## src/hdl/rf_guard_pkg.sv

```systemverilog
// Purpose: Constants for the peer-to-peer RF role and field guard.
// Assumes: One clock at 250 MHz, asynchronous active-high reset.
// Notes: Behaviour list follows; each item is kept by the guard logic.
//
// Behaviour
// - Exchange uses type A at 106 kbps or type F at 212 or 424 kbps.
// - A poller at start becomes initiator; a listener becomes target.
// - As initiator the device drives the carrier in active and passive modes.
// - Active target drives its field only while the initiator field is off.
// - As passive target the field stays off; answers by load modulation.
// - External subcarrier strength is measured before own field goes on.
// - A measured external strength above zero keeps the own field disabled.
// - External strength is a 3-bit code; its meaning depends on antenna.
// - Host issues measure command; device then measures the field strength.
// - Strength is latched within the settle delay; host waits to read.
package rf_guard_pkg;

  // ***************************************************************
  // Rates and widths
  // ***************************************************************
  localparam int STRENGTH_W = 3;
  localparam logic [1:0] RATE_106 = 2'h0;
  localparam logic [1:0] RATE_212 = 2'h1;
  localparam logic [1:0] RATE_424 = 2'h2;

  // ***************************************************************
  // Timing
  // ***************************************************************
  localparam int CLK_MHZ = 250;
  localparam int SETTLE_US = 50;
  localparam int SETTLE_CYC = SETTLE_US * CLK_MHZ;
  localparam int HOLD_W = 32;

  typedef enum logic [2:0]
  {
    ST_IDLE = 3'h0,
    ST_MEASURE = 3'h1,
    ST_DECIDE = 3'h3,
    ST_FIELD = 3'h2,
    ST_HOLD = 3'h6
  } guard_state_t;

endpackage

```

## src/hdl/rf_guard.sv

```systemverilog
// Purpose: Role selection and initial RF collision check for a P2P end.
// Assumes: Strength code and external field flag arrive from the analog
//   front end as asynchronous levels; host commands are SYS_CLK pulses.
// Notes: The own field is only ever switched on from the decide state.
`timescale 1ns/1ps
module rf_guard
#(
  parameter int SETTLE_CYCLES = rf_guard_pkg::SETTLE_CYC
)
(
  // Clock and reset
  input wire logic SYS_CLK,
  input wire logic SYS_RST,
  // Host configuration
  input wire logic POLL_START,
  input wire logic ACTIVE_MODE,
  input wire logic [1:0] RATE_SEL,
  input wire logic TX_ENABLE,
  input wire logic RX_ENABLE,
  input wire logic [31:0] HOLD_CYCLES,
  // Host commands
  input wire logic MEASURE_CMD,
  // Analog front end
  input wire logic [2:0] EXT_STRENGTH,
  input wire logic EXT_FIELD_ON,
  // Status and field control
  output logic [2:0] STRENGTH,
  output logic STRENGTH_VALID,
  output logic BUSY,
  output logic INITIATOR,
  output logic IN_HOLD,
  output logic RATE_OK,
  output logic FIELD_ON,
  output logic LOAD_MOD_EN
);

  // ***************************************************************
  // Pin synchronisation
  // ***************************************************************
  logic [3:0] pins_s;
  rf_sync2 #(.W(4)) u_sync
  (
    .clk(SYS_CLK),
    .rst(SYS_RST),
    .din({EXT_FIELD_ON, EXT_STRENGTH}),
    .dout(pins_s)
  );
  wire [2:0] strength_s = pins_s[2:0];
  wire ext_on_s = pins_s[3];

  // ***************************************************************
  // State and registers
  // ***************************************************************
  rf_guard_pkg::guard_state_t state_q, state_d;
  logic [31:0] cnt_q, cnt_d;
  logic [2:0] strength_q;
  logic valid_q;
  logic init_q;
  logic field_q, field_d;
  logic [1:0] rate_q;
  logic active_q;

  // Rates outside the three permitted ones never allow the field on.
  wire rate_legal = (RATE_SEL == rf_guard_pkg::RATE_106) ||
                    (RATE_SEL == rf_guard_pkg::RATE_212) ||
                    (RATE_SEL == rf_guard_pkg::RATE_424);
  // The check is only honoured with transmitter off and receiver on.
  wire prep_ok = !TX_ENABLE && RX_ENABLE;
  wire start = MEASURE_CMD && prep_ok && rate_legal;
  wire settle_done = (cnt_q == 32'(SETTLE_CYCLES - 1));
  wire hold_done = (cnt_q >= HOLD_CYCLES);
  wire clear_air = (strength_q == 3'h0) && !ext_on_s;
  // An active target may only drive while the initiator field is absent.
  wire target_ok = active_q && !ext_on_s;

  always_comb
  begin
    state_d = state_q;
    cnt_d = cnt_q;
    field_d = field_q;
    case (state_q)
      rf_guard_pkg::ST_IDLE:
      begin
        if (start)
        begin
          state_d = rf_guard_pkg::ST_MEASURE;
          cnt_d = 32'h0;
          field_d = 1'b0;
        end
      end
      rf_guard_pkg::ST_MEASURE:
      begin
        cnt_d = cnt_q + 32'h1;
        if (settle_done)
        begin
          state_d = rf_guard_pkg::ST_DECIDE;
        end
      end
      rf_guard_pkg::ST_DECIDE:
      begin
        cnt_d = 32'h0;
        if (!clear_air)
        begin
          state_d = rf_guard_pkg::ST_HOLD;
        end
        else if (init_q || target_ok)
        begin
          state_d = rf_guard_pkg::ST_FIELD;
          field_d = 1'b1;
        end
        else
        begin
          state_d = rf_guard_pkg::ST_IDLE;
        end
      end
      rf_guard_pkg::ST_FIELD:
      begin
        // Target drops its field as soon as the initiator's appears.
        if (MEASURE_CMD || (!init_q && ext_on_s))
        begin
          state_d = rf_guard_pkg::ST_IDLE;
          field_d = 1'b0;
        end
      end
      rf_guard_pkg::ST_HOLD:
      begin
        cnt_d = cnt_q + 32'h1;
        if (hold_done)
        begin
          // Expiry rechecks the air; it never enables the field directly.
          state_d = rf_guard_pkg::ST_MEASURE;
          cnt_d = 32'h0;
        end
      end
      default:
      begin
        state_d = rf_guard_pkg::ST_IDLE;
        field_d = 1'b0;
      end
    endcase
  end

  always_ff @(posedge SYS_CLK or posedge SYS_RST)
  begin
    if (SYS_RST)
    begin
      state_q <= rf_guard_pkg::ST_IDLE;
      cnt_q <= 32'h0;
      field_q <= 1'b0;
    end
    else
    begin
      state_q <= state_d;
      cnt_q <= cnt_d;
      field_q <= field_d;
    end
  end

  // Role and mode are taken when a check starts so they stay stable.
  always_ff @(posedge SYS_CLK or posedge SYS_RST)
  begin
    if (SYS_RST)
    begin
      init_q <= 1'b0;
      active_q <= 1'b0;
    end
    else if (start && state_q == rf_guard_pkg::ST_IDLE)
    begin
      init_q <= POLL_START;
      active_q <= ACTIVE_MODE;
    end
  end

  // Every command seen in idle records its rate, so a refused rate shows.
  always_ff @(posedge SYS_CLK or posedge SYS_RST)
  begin
    if (SYS_RST)
    begin
      rate_q <= 2'h0;
    end
    else if (MEASURE_CMD && state_q == rf_guard_pkg::ST_IDLE)
    begin
      rate_q <= RATE_SEL;
    end
  end

  always_ff @(posedge SYS_CLK or posedge SYS_RST)
  begin
    if (SYS_RST)
    begin
      strength_q <= 3'h0;
      valid_q <= 1'b0;
    end
    else if (state_q == rf_guard_pkg::ST_MEASURE && settle_done)
    begin
      strength_q <= strength_s;
      valid_q <= 1'b1;
    end
    else if (start && state_q == rf_guard_pkg::ST_IDLE)
    begin
      valid_q <= 1'b0;
    end
  end

  // ***************************************************************
  // Outputs
  // ***************************************************************
  assign STRENGTH = strength_q;
  assign STRENGTH_VALID = valid_q;
  assign BUSY = (state_q == rf_guard_pkg::ST_MEASURE) ||
                (state_q == rf_guard_pkg::ST_DECIDE);
  assign INITIATOR = init_q;
  assign IN_HOLD = (state_q == rf_guard_pkg::ST_HOLD);
  assign RATE_OK = (rate_q != 2'h3);
  assign FIELD_ON = field_q;
  assign LOAD_MOD_EN = !init_q && !active_q && ext_on_s;

  // ***************************************************************
  // Checks
  // ***************************************************************
  // Age of the measure phase, counted apart from cnt_q so that a fault in
  // the settle counter cannot hide itself from the latch check.
  logic [31:0] meas_age_q;

  always_ff @(posedge SYS_CLK or posedge SYS_RST)
  begin
    if (SYS_RST)
    begin
      meas_age_q <= 32'h0;
    end
    else if (state_q == rf_guard_pkg::ST_MEASURE)
    begin
      meas_age_q <= meas_age_q + 32'h1;
    end
    else
    begin
      meas_age_q <= 32'h0;
    end
  end

  a_field_needs_quiet: assert property (
    @(posedge SYS_CLK) disable iff (SYS_RST)
    $rose(field_q) |-> $past(strength_q) == 3'h0)
    else $error("Field enabled with external strength present.");
  a_measure_first: assert property (
    @(posedge SYS_CLK) disable iff (SYS_RST)
    $rose(field_q) |-> $past(state_q) == rf_guard_pkg::ST_DECIDE)
    else $error("Field enabled without a fresh measurement.");
  a_settle_latch: assert property (
    @(posedge SYS_CLK) disable iff (SYS_RST)
    (state_q == rf_guard_pkg::ST_MEASURE) |->
      (meas_age_q < 32'(SETTLE_CYCLES)))
    else $error("Strength not latched within settling delay.");
  a_decide_latched: assert property (
    @(posedge SYS_CLK) disable iff (SYS_RST)
    (state_q == rf_guard_pkg::ST_DECIDE) |-> valid_q)
    else $error("Decision taken before the strength was latched.");
  a_hold_recheck: assert property (
    @(posedge SYS_CLK) disable iff (SYS_RST)
    (state_q == rf_guard_pkg::ST_HOLD && hold_done) |=>
      state_q == rf_guard_pkg::ST_MEASURE)
    else $error("Hold expiry did not repeat the check.");
  a_passive_no_field: assert property (
    @(posedge SYS_CLK) disable iff (SYS_RST)
    (!init_q && !active_q) |-> !$rose(field_q))
    else $error("Passive target drove its own field.");
  a_target_yields: assert property (
    @(posedge SYS_CLK) disable iff (SYS_RST)
    (field_q && !init_q && ext_on_s) |=> !field_q)
    else $error("Active target kept field with initiator present.");
  a_hold_nonzero: assert property (
    @(posedge SYS_CLK) disable iff (SYS_RST)
    (state_q == rf_guard_pkg::ST_DECIDE && strength_q != 3'h0) |=>
      (state_q == rf_guard_pkg::ST_HOLD && !field_q))
    else $error("Nonzero strength did not enter hold.");
  a_initiator_field: assert property (
    @(posedge SYS_CLK) disable iff (SYS_RST)
    (state_q == rf_guard_pkg::ST_DECIDE && init_q && clear_air) |=>
      field_q)
    else $error("Initiator failed to raise the carrier.");

endmodule

```

## src/hdl/rf_sync2.sv

```systemverilog
// Purpose: Two-stage synchroniser for a bus of pin levels.
// Assumes: Inputs are asynchronous to SYS_CLK.
// Notes: The first stage feeds only the second stage.
`timescale 1ns/1ps
module rf_sync2
#(
  parameter int W = 1
)
(
  input wire logic clk,
  input wire logic rst,
  input wire logic [W-1:0] din,
  output logic [W-1:0] dout
);

  logic [W-1:0] meta_q;

  always_ff @(posedge clk or posedge rst)
  begin
    if (rst)
    begin
      meta_q <= '0;
      dout <= '0;
    end
    else
    begin
      meta_q <= din;
      dout <= meta_q;
    end
  end

endmodule

```

## config.mk

```make
export PLATFORM = sky130hd
export DESIGN_NAME = rf_guard
export DESIGN_NICKNAME = d
export VERILOG_FILES = /design/src/hdl/rf_guard_pkg.sv /design/src/hdl/rf_guard.sv /design/src/hdl/rf_sync2.sv
export SDC_FILE = /design/constraint.sdc
export NUM_CORES = 1
export LEC_CHECK = 0
export BUFFER_PORTS_ARGS = -buffer_cell sky130_fd_sc_hd__buf_2
export CAP_MARGIN = 20
export CORE_MARGIN = 2
export CORE_UTILIZATION = 32
export CTS_CLUSTER_DIAMETER = 200
export CTS_CLUSTER_SIZE = 25
export DETAILED_ROUTE_END_ITERATION = 10
export PLACE_DENSITY_LB_ADDON = 0.08
export SYNTH_ARGS = -nofsm -noshare
export SYNTH_HDL_FRONTEND = slang
export SYNTH_HIERARCHICAL = 1
export SYNTH_SLANG_ARGS = --single-unit
```

## constraint.sdc

```tcl
create_clock -name SYS_CLK -period 2.2 [get_ports SYS_CLK]
set_input_delay 0.44 -clock SYS_CLK [delete_from_list [all_inputs] [get_ports SYS_CLK]]
set_output_delay 0.44 -clock SYS_CLK [all_outputs]
set_load 0.02 [all_outputs]
```

# Word-level counts from Yosys, hierarchy flattened
# Index checks and enable logic that the tools add are counted.
totals:
  register_bits: 52
  in_bits: 45
  out_inout_bits: 10
  wordCells: 73
op_classes:
  add_sub_neg: 1
  n_lt_le_gt_ge: 1
  eq_ne: 14
  mux: 17
  bitwise: 1
  n_reduce_logical: 29
ops:
  columns: ["operator", "n"]
  rows:
  - ["one-hot mux 32 bit (4 select lines)", 1]
  - ["2-to-1 mux 32 bit", 2]
  - ["adder 32 x 1 -> 32 bit, second input constant", 1]
  - ["equality test 32 x 14 -> 1 bit, second input constant", 1]
  - ["greater-or-equal comparator 32 bit", 1]
  - ["2-to-1 mux 3 bit", 5]
  - ["one-hot mux 3 bit (5 select lines)", 1]
  - ["inequality test 2 bit, second input constant", 6]
  - ["logical AND 1 bit", 11]
  - ["equality test 3 x 2 -> 1 bit, second input constant", 2]
  - ["zero test 3 bit", 2]
  - ["2-to-1 mux 1 bit", 6]
  - ["logical OR 1 bit", 5]
  - ["AND reduction 5 bit", 1]
  - ["zero test 1 bit", 4]
  - ["one-hot mux 1 bit (4 select lines)", 1]
  - ["AND reduction 4 bit", 1]
  - ["nonzero test 4 bit", 1]
  - ["equality test 3 x 1 -> 1 bit, second input constant", 1]
  - ["equality test 3 bit, second input constant", 1]
  - ["equality test 2 x 1 -> 1 bit, second input constant", 1]
  - ["equality test 2 bit, second input constant", 1]
  - ["zero test 2 bit", 1]
  - ["2-to-1 mux 2 bit", 1]
  - ["other kinds (5)", 5]

# Depth between registers and ports, before layout
# Gate-level depths: netlist (run 1).
depth:
  depth_word: 7
  mapped_depth: 9
  ltp_nobuf: 8

# Cells and area by module
# Netlist (run 1), hierarchy kept.
modules_own_cells:
  columns: ["module", "n_inst", "cells_each", "area_each_um2", "seq_area_each_um2"]
  rows:
  - ["rf_guard", 1, 382, 3293.2, 1101.1]
  - ["rf_sync2", 1, 9, 203.9, 200.2]

# Worst setup path after synthesis (run 1)
# No wires, ideal clock.
synth_timing:
  path_type: "input-to-reg"
  start: "input port HOLD_CYCLES[15]"
  end: "register cnt_q[20]"
  setup_ns: 0.119
  t_arrival_ns: 2.287
  required_time_ns: 2.081
  slack_ns: -0.206
  cell_stages: 9
  n_path_buf: 1
  path_cell_list: "inv_1 > ha_1 > nand4_1 > or4_1 > o32ai_1 > o211ai_1 > a211oi_4 > buf_6 > nor2_1"
synth_via:
  elab_chain_cells: 3
synth_lines:
  columns: ["element", "line_no", "source"]
  rows:
  - ["from (decl)", "rf_guard.sv:20", "input wire logic [31:0] HOLD_CYCLES,"]
  - ["greater-or-equal comparator 32 bit", "rf_guard.sv:71", "wire hold_done = (cnt_q >= HOLD_CYCLES);"]
  - ["2-to-1 mux 32 bit", "rf_guard.sv:128", "if (hold_done)"]
  - ["one-hot mux 32 bit (4 select lines)", "rf_guard.sv:81", "case (state_q)"]
  - ["to (signal assigned)", "rf_guard.sv:154", "cnt_q <= cnt_d;"]
  - ["to (decl)", "rf_guard.sv:55", "logic [31:0] cnt_q, cnt_d;"]
# No other way between the ends.
# A chain may end at the register's enable or synchronous reset.

# Worst setup path after layout (run 1)
layout_timing:
  start: "register cnt_q[14]"
  end: "register cnt_q[10]"
layout_via:
  elab_chain_cells: 3
layout_lines:
  columns: ["element", "line_no"]
  rows:
  - ["greater-or-equal comparator 32 bit", "rf_guard.sv:71"]
  - ["2-to-1 mux 32 bit", "rf_guard.sv:128"]
  - ["one-hot mux 32 bit (4 select lines)", "rf_guard.sv:81"]
# No other way between the ends.

==> flow_summary_export.csv, run 1 <==
group,metric,value,unit
place,preCtsSetupSlack,-578,ps
grt,grt-ovfl-total,0,
timing,clock_skew,6.22,ps
timing,tns,-12660,ps
critical_path,cp_max_fo,4,
finish,fin_nets,599,
critical_path,cpMostUsedCell,"buf_4",
route,routed.top_layer,"met4",
floorplan,rows,38,
route,drtIter0Drc,124,
power,cellLeakagePower,2.46,nW
timing,max_slew_margin,57.6,%
floorplan,start_util,32.5,%
finish,area_growth,37.5,%
synth,synthAdderAreaFrac,11.8,%
flow_run,maxCapViolCount,0,
synth,synth_cells,391,
synth,synth_compound_area_share,12.1,%
cts,clock_sinks,52,
critical_path,cp.arrival,2800,ps
synth,ys_seq_area_share,37.2,%
synth,syn_area_per_cell,8.94,um2
finish,final_common_cell,"buf_4",
grt,antenna_found_initial,0,
critical_path,cp-start-kind,"register",
critical_path,critical_path_class,"register to register",
grt,grtUsageTotal,16.0,%
route,vias,3237,
floorplan,die_y,109,um
finish,final_area,4810,um2
synth,netlist-cell-type-count,47,
timing,finalCritPeriodShare,118,%
power,p_total,3.23,mW
timing,fmax,384,MHz
cts,numCtsBuffers,5,
finish,layout_common_cells,"buf_4, buf_2, dfrtp_1",
critical_path,crit_buf_inv,3,
power,vdd_ir_drop_max,310,uV
floorplan,io_pins,55,
synth,synthSimpleGateAreaFrac,25.2,%
place,port_buffers,54,
finish,diodes,0,
finish,final-seq-area,1300,um2
finish,instances_no_fill,662,
synth,synth.area.mux_share,2.25,%
route,first_pass_iters,6,
finish,multi_input_area,2140,um2
synth,synth-xor-area-share,5.51,%
synth,synth_top_family_by_area,"simple AND/OR/NAND/NOR gates",
cts,root_buffer,"clkbuf_8",
floorplan,core_area,10700,um2
timing,fin_ws,-405,ps
route,drc,0,
cts,insertion_delay,310,ps
timing,rsz0062_at_grt,"true",
synth,synth_area,3500,um2
synth,synth_seq_cells,52,
critical_path,rrSetupSlack,-400,ps
timing,setup_viol,35,
grt,grt_max_degree,45,
run_status,violations,"negative setup slack",
cts,clockBufferDepth,2,
route,wl_per_cell,14.2,um
floorplan,fp.dieArea,11800,um2
timing,slew_violations,0,
place,placed_cell_area,4440,um2
critical_path,end_kind,"register",
critical_path,path_delay_family,"simple AND/OR/NAND/NOR gates",
finish,nFillCells,1113,
place,place_congestion,0.840,
critical_path,path_cells,"ha_1 -> nand4_1 -> or4_4 -> o32ai_4 -> o211ai_1 -> buf_4 -> buf_4 -> buf_6 -> a21oi_4 -> o31ai_1",
place,dp_hpwl,7.03,mm
grt,grt_pass1_vias,3123,
critical_path,critical_path.slowest_cell,"or4_4",
synth,synth_edf_count,0,
critical_path,required,2400,ps
synth,synth_ff_type,"dfrtp_1",
timing,worst_pin_slew,635,ps
cts,cts_tree,"done",
cts,path_clk_slew,100,ps
floorplan,dieWidth,109,um
synth,synth-async-reset-ratio,100,%
route,met1Wirelength,4.39,mm
finish,drive_gt1_share,34.9,%
route,wirelength,9.43,mm
synth,synth_fp_nets,469,
grt,grt_pass1_wl,14.8,mm
timing,fin_crit,2600,ps
critical_path,slowest_delay,570,ps
power,powerDensity,673,nW/um2
route,met2_length,4.46,mm
place,dp_cells,644,
run_status,outcome,"finished with violations",
cts,cts-htree-levels,2,
timing,hold_violations,0,
cts,postCtsHoldBufs,0,
synth,ys_warn_count,6,
route,vias_per_cell,4.89,
route,route.met3.wl,354,um
min_path,hold_class,"input port to async pin",
route,drtAntennaViolNets,0,
==> synthesized netlist by cell type, types with 2 or more instances <==
cell type | n | area share [%]
buf_2 | 4 | 0.57
nor3b_1 | 2 | 0.43
or4_1 | 2 | 0.43
nand4_1 | 17 | 3.0
buf_6 | 2 | 0.64
nor2_1 | 44 | 4.7
nor3_1 | 11 | 1.6
a221oi_1 | 6 | 1.5
and3_1 | 7 | 1.3
o21a_1 | 3 | 0.64
o31ai_1 | 4 | 0.86
nand2_1 | 35 | 3.8
a31oi_1 | 2 | 0.36
a21o_1 | 2 | 0.43
a31o_2 | 2 | 0.50
and4_1 | 2 | 0.50
o21ai_0 | 6 | 0.86
and3b_1 | 2 | 0.50
xor2_1 | 16 | 4.0
nand2b_1 | 3 | 0.54
nand3_1 | 13 | 1.9
a41oi_1 | 2 | 0.50
and2_1 | 9 | 1.6
clkbuf_1 | 4 | 0.43
dfrtp_1 | 52 | 37
nor2b_1 | 10 | 1.8
ha_1 | 33 | 12
a2111oi_0 | 2 | 0.50
nor4_1 | 8 | 1.4
inv_1 | 37 | 4.0
a21oi_1 | 16 | 2.3
mux2_2 | 7 | 2.3
o211ai_1 | 7 | 1.5
xnor2_1 | 6 | 1.5
==> sequential cells by signal, summed over array words and instances, names as in the netlist <==
| register | cells |
|---|---|
| u_sync/dout | 4 |
| rate_q | 2 |
| STRENGTH | 3 |
| active_q | 1 |
| INITIATOR | 1 |
| STRENGTH_VALID | 1 |
| u_sync/meta_q | 4 |
| FIELD_ON | 1 |
| cnt_q | 32 |
| state_q | 3 |
==> routing by layer <==
metal / GRT usage [%] / up-vias
met2: 26.8 / 73
li1: - / 1636
met4: 5.95 / 0
met1: 21.0 / 1513
met5: 0 / -
met3: 2.41 / 15
==> final cells by class <==
type / instances / area share (%)
repair buffers: 135 / 19.9
flip-flops and latches: 52 / 27.1
clock inverters: 3 / 0.521
clock buffers: 5 / 1.43
inverters: 37 / 2.89
well taps: 140 / 3.64
multi-input cells: 290 / 44.6
==> final timing paths <==
check	end	start	cells past startpoint
worst max-delay path	cnt_q[10]	cnt_q[14]	10
worst min-delay path	u_sync/meta_q[1]	SYS_RST	2
worst max register to register	cnt_q[10]	cnt_q[14]	10
worst min register to register	u_sync/dout[0]	u_sync/meta_q[0]	0
max in group asynchronous	cnt_q[18]	SYS_RST	3
min in group SYS_CLK	u_sync/meta_q[2]	EXT_STRENGTH[2]	1
==> worst register-to-register path, cell delays in order, from the launching register on <==
cell and delay, ps:
dfrtp_1 410, ha_1 310, nand4_1 110, or4_4 570
o32ai_4 230, o211ai_1 120, buf_4 160, buf_4 140
buf_6 120, a21oi_4 220, o31ai_1 100
==> through the flow <==
step / hold WS, ps / utilization, %
3_3_place_gp: 335 / 41.4
3_5_place_dp: 335 / 41.4
4_1_cts: 53.4 / 42.9
5_1_grt: 66.2 / 44.7
6_report: 55.2 / 44.7
2_1_floorplan: 256 / -
==> kinds of logic (layout without fill, tap and decap cells) <==
group           after synthesis  count (layout)
compound gates               59              59
xor+xnor                     22              22
fa+ha+maj                    33              33
buf+inv                      49             180
simple gates                169             169
flops                        52              52
mux                           7               7
==> what timing repair did <==
| action | CTS | global route |
|---|---|---|
| setup endpoints to repair | 35 | 38 |
| gates resized for setup | 5 | 30 |
| gates cloned | 1 | 1 |
| pin swaps | 3 | 11 |
| setup buffers | 4 | 4 |
==> where the power goes <==
| part | internal, mW | switching [mW] | leakage (nW) |
|---|---|---|---|
| logic | 0.708 | 0.823 | 1.73 |
| registers | 1.05 | 0.0657 | 0.692 |
| clock network | 0.233 | 0.353 | 0.0452 |
No activity file was read; power rests on OpenSTA's default activity.
==> inputs of run 2 (changes only) <==
Settings changed: ABC_AREA set to 1.
==> flow_summary_export.csv, run 2 <==
group,metric,value,unit
timing,clock_skew,4.18,ps
route,drtAntennaViolNets,0,
route,vias,3545,
power,vdd_ir_drop_max,493,uV
grt,grt_pass1_vias,3481,
place,dp_cells,801,
floorplan,rows,40,
finish,diodes,0,
synth,synth_top_cell_area_share,32.9,%
critical_path,required,2380,ps
synth,synth_common_cells,"nand2_1, inv_1, dfrtp_1",
synth,synth-xor-area-share,4.43,%
critical_path,cp-start-kind,"register",
route,first_pass_iters,4,
place,place_congestion,0.865,
run_status,outcome,"finished, final reports clean",
grt,grt-ovfl-total,0,
timing,hold_violations,0,
synth,synth_compound_area_share,3.54,%
cts,insertion_delay,290,ps
synth,synthSimpleGateAreaFrac,34.1,%
timing,fin_crit,1960,ps
route,wl_per_cell,11.6,um
synth,synth_top_family_by_area,"simple AND/OR/NAND/NOR gates",
synth,syn_area_per_cell,7.00,um2
min_path,hold_class,"input port to async pin",
route,drc,0,
critical_path,ff2ff_path_depth,13,
power,cellLeakagePower,2.91,nW
floorplan,core_area,12100,um2
floorplan,fp.dieArea,13300,um2
synth,synth-async-reset-ratio,100,%
cts,root_buffer,"clkbuf_16",
timing,slew_violations,0,
synth,synthAdderAreaFrac,10.4,%
place,dp_hpwl,7.60,mm
floorplan,io_pins,55,
cts,numCtsBuffers,5,
place,placed_cell_area,4550,um2
timing,max_slew_margin,55.5,%
synth,synth_fp_nets,643,
synth,synth_cells,565,
route,drtIter0Drc,125,
critical_path,critical_path_class,"register to register",
finish,fin_nets,718,
flow_run,maxCapViolCount,0,
finish,largest_reg_flops,32,
finish,instances_no_fill,809,
critical_path,end_kind,"register",
grt,grt_max_degree,18,
timing,worst_pin_slew,663,ps
grt,grtUsageTotal,15.2,%
finish,final-seq-area,1300,um2
floorplan,dieWidth,115,um
cts,post_cts_buffers,0,
critical_path,reg2reg_to,"cnt_q[16]",
finish,final_area,4710,um2
synth,ys_top_cells_by_area,"dfrtp_1, nand2_1, inv_1",
critical_path,rrSetupSlack,240,ps
power,powerDensity,715,nW/um2
cts,clock_sinks,52,
floorplan,die_y,115,um
cts,path_clk_slew,70,ps
finish,layout_common_cells,"nand2_1, inv_1, buf_2",
timing,rsz0062_at_grt,"false",
synth,synth_ff_type,"dfrtp_1",
timing,finalCritPeriodShare,89.0,%
synth,netlist-cell-type-count,32,
synth,synth.area.mux_share,0.569,%
route,vias_per_cell,4.38,
synth,synth_edf_count,0,
finish,area_growth,19.0,%
synth,synth_seq_cells,52,
synth,yosys.area.top_type,"dfrtp_1",
critical_path,cp.arrival,2140,ps
critical_path,reg2reg_from,"cnt_q[3]",
floorplan,start_util,32.8,%
place,port_buffers,54,
finish,regMostFlops,"cnt_q",
synth,synth_area,3960,um2
grt,antenna_found_initial,0,
finish,drive_gt1_share,18.4,%
cts,cts_tree,"done",
synth,ys_seq_area_share,32.9,%
finish,largestRegisters,"cnt_q (32), u_sync/dout (4), u_sync/meta_q (4)",
route,wirelength,9.39,mm
cts,cts-htree-levels,2,
synth,yosysMostFrequentCell,"nand2_1",
finish,nFillCells,1305,
finish,post-route-util,39.0,%
finish,multi_input_area,2100,um2
finish,final_common_cell,"nand2_1",
timing,setup_viol,0,
critical_path,critPathLaunch,"cnt_q[3]",
timing,tns,0,ps
timing,fmax,510,MHz
critical_path,cp_max_fo,5,
grt,grt_pass1_wl,16.2,mm
cts,clockBufferDepth,2,
synth,ys_warn_count,6,
==> run 2: cell types whose count changed in the layout (fill, tap and decap cells not counted), moves of 7 or more <==
cell,delta
and2_1,-9
nand3_1,+13
nand2_1,+133
nor2b_1,-10
and3_1,-7
nor3_1,+7
buf_4,-57
inv_1,+92
==> run 2: where the power goes <==
part	total, mW	internal (mW)	switching (mW)	leakage (nW)
clock	0.815	0.456	0.359	0.0772
combinational	1.40	0.500	0.903	2.15
sequential	1.15	1.06	0.0863	0.692
==> run 2: worst max-delay path: stages, from the launching register on <==
cell     delay [ps]
dfrtp_2         460
ha_1            310
nand2_1          80
nor2_2          150
nand2_1          90
nor2_1           90
nor2_1           50
nand2_1          80
nand2_1          70
nand2_2         110
buf_4           140
nand2_1         100
nand2_1          80
nand2_1          50
==> run 2: logic make-up (layout without fill, tap and decap cells) <==
group | after synthesis | in the layout
AOI/OAI and AO/OA | 24 | 24
DFF | 52 | 52
muxes | 2 | 2
adders and majority gates | 33 | 33
and+or+nand+nor | 295 | 295
buffers and inverters | 139 | 215
xor gates and xnor gates | 20 | 20
==> run 2: layout make-up <==
cell class,instances,share of cell area (%)
inverter,135,10.8
tap,168,4.47
clock inverter,2,0.292
timing repair buffer,72,9.14
clock buffer,6,2.95
sequential,52,27.7
multi-input combinational,374,44.7
==> run 2: through the flow <==
stage               power [mW]  setup WS, ps  hold WS, ps
global route              3.63          13.6          105
finish                    3.36           241         87.9
CTS                       3.43           157         88.0
detailed placement        2.60           103          336
global placement          2.59           117          332
floorplan                 2.18           390          256
==> run 2: worst max path at each step <==
| stage | slack [ps] | to | depth (start not counted) |
|---|---|---|---|
| 3_3_place_gp | 120 | cnt_q[2] | 15 |
| 6_report | 240 | cnt_q[16] | 13 |
| 3_5_place_dp | 100 | cnt_q[16] | 15 |
| 2_1_floorplan | 390 | cnt_q[20] | 14 |
| 4_1_cts | 160 | cnt_q[16] | 13 |
| 5_1_grt | 10 | cnt_q[16] | 13 |
==> run 2: layer usage <==
layer	GRT usage, %	wire length (um)	up-vias	part of all wire [%]
met4	3.69	44	0	0.47
met1	20.3	4550	1606	48
met3	1.90	341	2	3.6
met5	0	0	-	0
li1	-	-	1878	-
met2	26.4	4450	59	47
==> run 2: what timing repair did <==
item                       4_1_cts  5_1_grt
hold buffers                     0        0
setup endpoints to repair        0        4
resized for setup                0        2
==> inputs of run 3 (changes only) <==
Settings changed: CORE_UTILIZATION 32 to 53.
==> flow_summary_export.csv, run 3 (synthesis gave the netlist of run 2 again) <==
group,metric,value,unit
run_status,outcome,"finished, final reports clean",
cts,clockBufferDepth,2,
place,port_buffers,54,
timing,fin_crit,1990,ps
cts,path_clk_slew,100,ps
timing,clock_skew,6.65,ps
finish,layout_common_cells,"nand2_1, inv_1, buf_2",
route,wirelength,8.39,mm
timing,whs,58.7,ps
grt,antenna_found_initial,0,
route,wl_per_cell,11.5,um
power,p_total,2.91,mW
power,vdd_ir_drop_max,638,uV
finish,regMostFlops,"cnt_q",
floorplan,start_util,54.5,%
critical_path,end_kind,"register",
grt,grt-ovfl-total,0,
timing,fin_ws,209,ps
power,powerDensity,652,nW/um2
finish,drive_gt1_share,17.4,%
cts,cts-htree-levels,2,
timing,worst_pin_slew,561,ps
timing,finalCritPeriodShare,90.5,%
power,cellLeakagePower,2.82,nW
cts,root_buffer,"clkbuf_8",
grt,groute.layer.met2.usage,38.8,%
finish,final_common_cell,"nand2_1",
cts,insertion_delay,310,ps
finish,area_growth,12.9,%
route,drtAntennaViolNets,0,
critical_path,cp_max_fo,28,
floorplan,fp.dieArea,8170,um2
place,preCtsSetupSlack,52.6,ps
timing,tns,0,ps
timing,hold_violations,0,
floorplan,io_pins,55,
route,drtIter0Drc,223,
timing,max_slew_margin,62.6,%
finish,largestRegisters,"cnt_q (32), u_sync/dout (4), u_sync/meta_q (4)",
floorplan,core_area,7250,um2
timing,setup_viol,0,
critical_path,cp.arrival,2200,ps
cts,cts_tree,"done",
flow_run,maxCapViolCount,0,
route,vias,3468,
min_path,hold_class,"input port to async pin",
critical_path,critical_path_class,"register to register",
grt,grt_max_degree,45,
floorplan,rows,31,
critical_path,required,2410,ps
cts,numCtsBuffers,5,
route,vias_per_cell,4.74,
place,placed_cell_area,4370,um2
route,first_pass_iters,4,
finish,fin_nets,709,
place,place_congestion,0.905,
finish,largest_reg_flops,32,
timing,rsz0062_at_grt,"false",
floorplan,die_y,90.4,um
critical_path,cp-start-kind,"register",
grt,grt_pass1_vias,3367,
route,drc,0,
cts,clock_sinks,52,
grt,grt_pass1_wl,14.8,mm
grt,globalRoute.busiestLayer,"met2",
grt,grtUsageTotal,21.8,%
floorplan,dieWidth,90.4,um
timing,slew_violations,0,
grt,grt_use_met1,28.6,%
grt,use_met3,3.26,%
place,dp_hpwl,6.60,mm
finish,final_area,4470,um2
finish,diodes,0,
timing,fmax,502,MHz
## run 3: cell count changes in the layout (fill, tap and decap cells not counted), moves of 2 or more
cell,previous run,this run
buf_12,2,0
buf_4,16,9
clkbuf_16,5,0
clkbuf_8,1,5
dfrtp_1,51,49
dfrtp_2,1,3
## run 3: critical path, stage by stage (launching register included)
cell and delay, ps:
dfrtp_1 460, ha_1 310, nand2_1 60, nor2_1 160
nand4_1 160, nor2_1 120, nand2_1 70, nand2_2 80
nand3_4 260, nand2_1 160, inv_1 50
## run 3: worst paths after layout
| check | to | cells after the start | slack (ps) | startpoint |
|---|---|---|---|---|
| max | cnt_q[4] | 10 | 210 | cnt_q[22] |
| min | u_sync/meta_q[0] | 2 | 60 | SYS_RST |
| max reg2reg | cnt_q[4] | 10 | 210 | cnt_q[22] |
| min reg2reg | u_sync/dout[3] | 0 | 360 | u_sync/meta_q[3] |
| max in group asynchronous | cnt_q[14] | 3 | 1510 | SYS_RST |
| min in group SYS_CLK | u_sync/meta_q[2] | 1 | 230 | EXT_STRENGTH[2] |
## run 3: layout make-up
| type | count | area, um2 |
|---|---|---|
| fill | 699 | 2790 |
| clock buffer | 6 | 72.6 |
| multi-input combinational | 374 | 2100 |
| clock inverter | 2 | 16.3 |
| sequential | 52 | 1310 |
| timing repair buffer | 63 | 338 |
| tap | 99 | 124 |
| inverter | 135 | 509 |
## run 3: through the flow
step | utilization [%] | std cells
5_1_grt | 61.6 | 731
6_report | 61.6 | 731
4_1_cts | 61.5 | 731
3_5_place_dp | 60.3 | 723
3_3_place_gp | 60.3 | 723
2_1_floorplan | - | 565
## run 3: per-layer routing
| metal | share of wire [%] | vias up |
|---|---|---|
| li1 | - | 1855 |
| met1 | 48 | 1546 |
| met2 | 48 | 60 |
| met3 | 3.3 | 7 |
| met4 | 0.83 | 0 |
| met5 | 0 | - |
## run 3: repair_timing
action                     4_1_cts  5_1_grt
hold endpoints to repair         0        0
buffers inserted                 0        0
gates resized for setup          0        4
hold buffers                     0        0
setup endpoints to repair        0        6
## run 3: power breakdown
group	switching [mW]	total, mW	internal (mW)
sequential	0.0844	1.14	1.06
clock	0.337	0.565	0.228
combinational	0.856	1.20	0.347
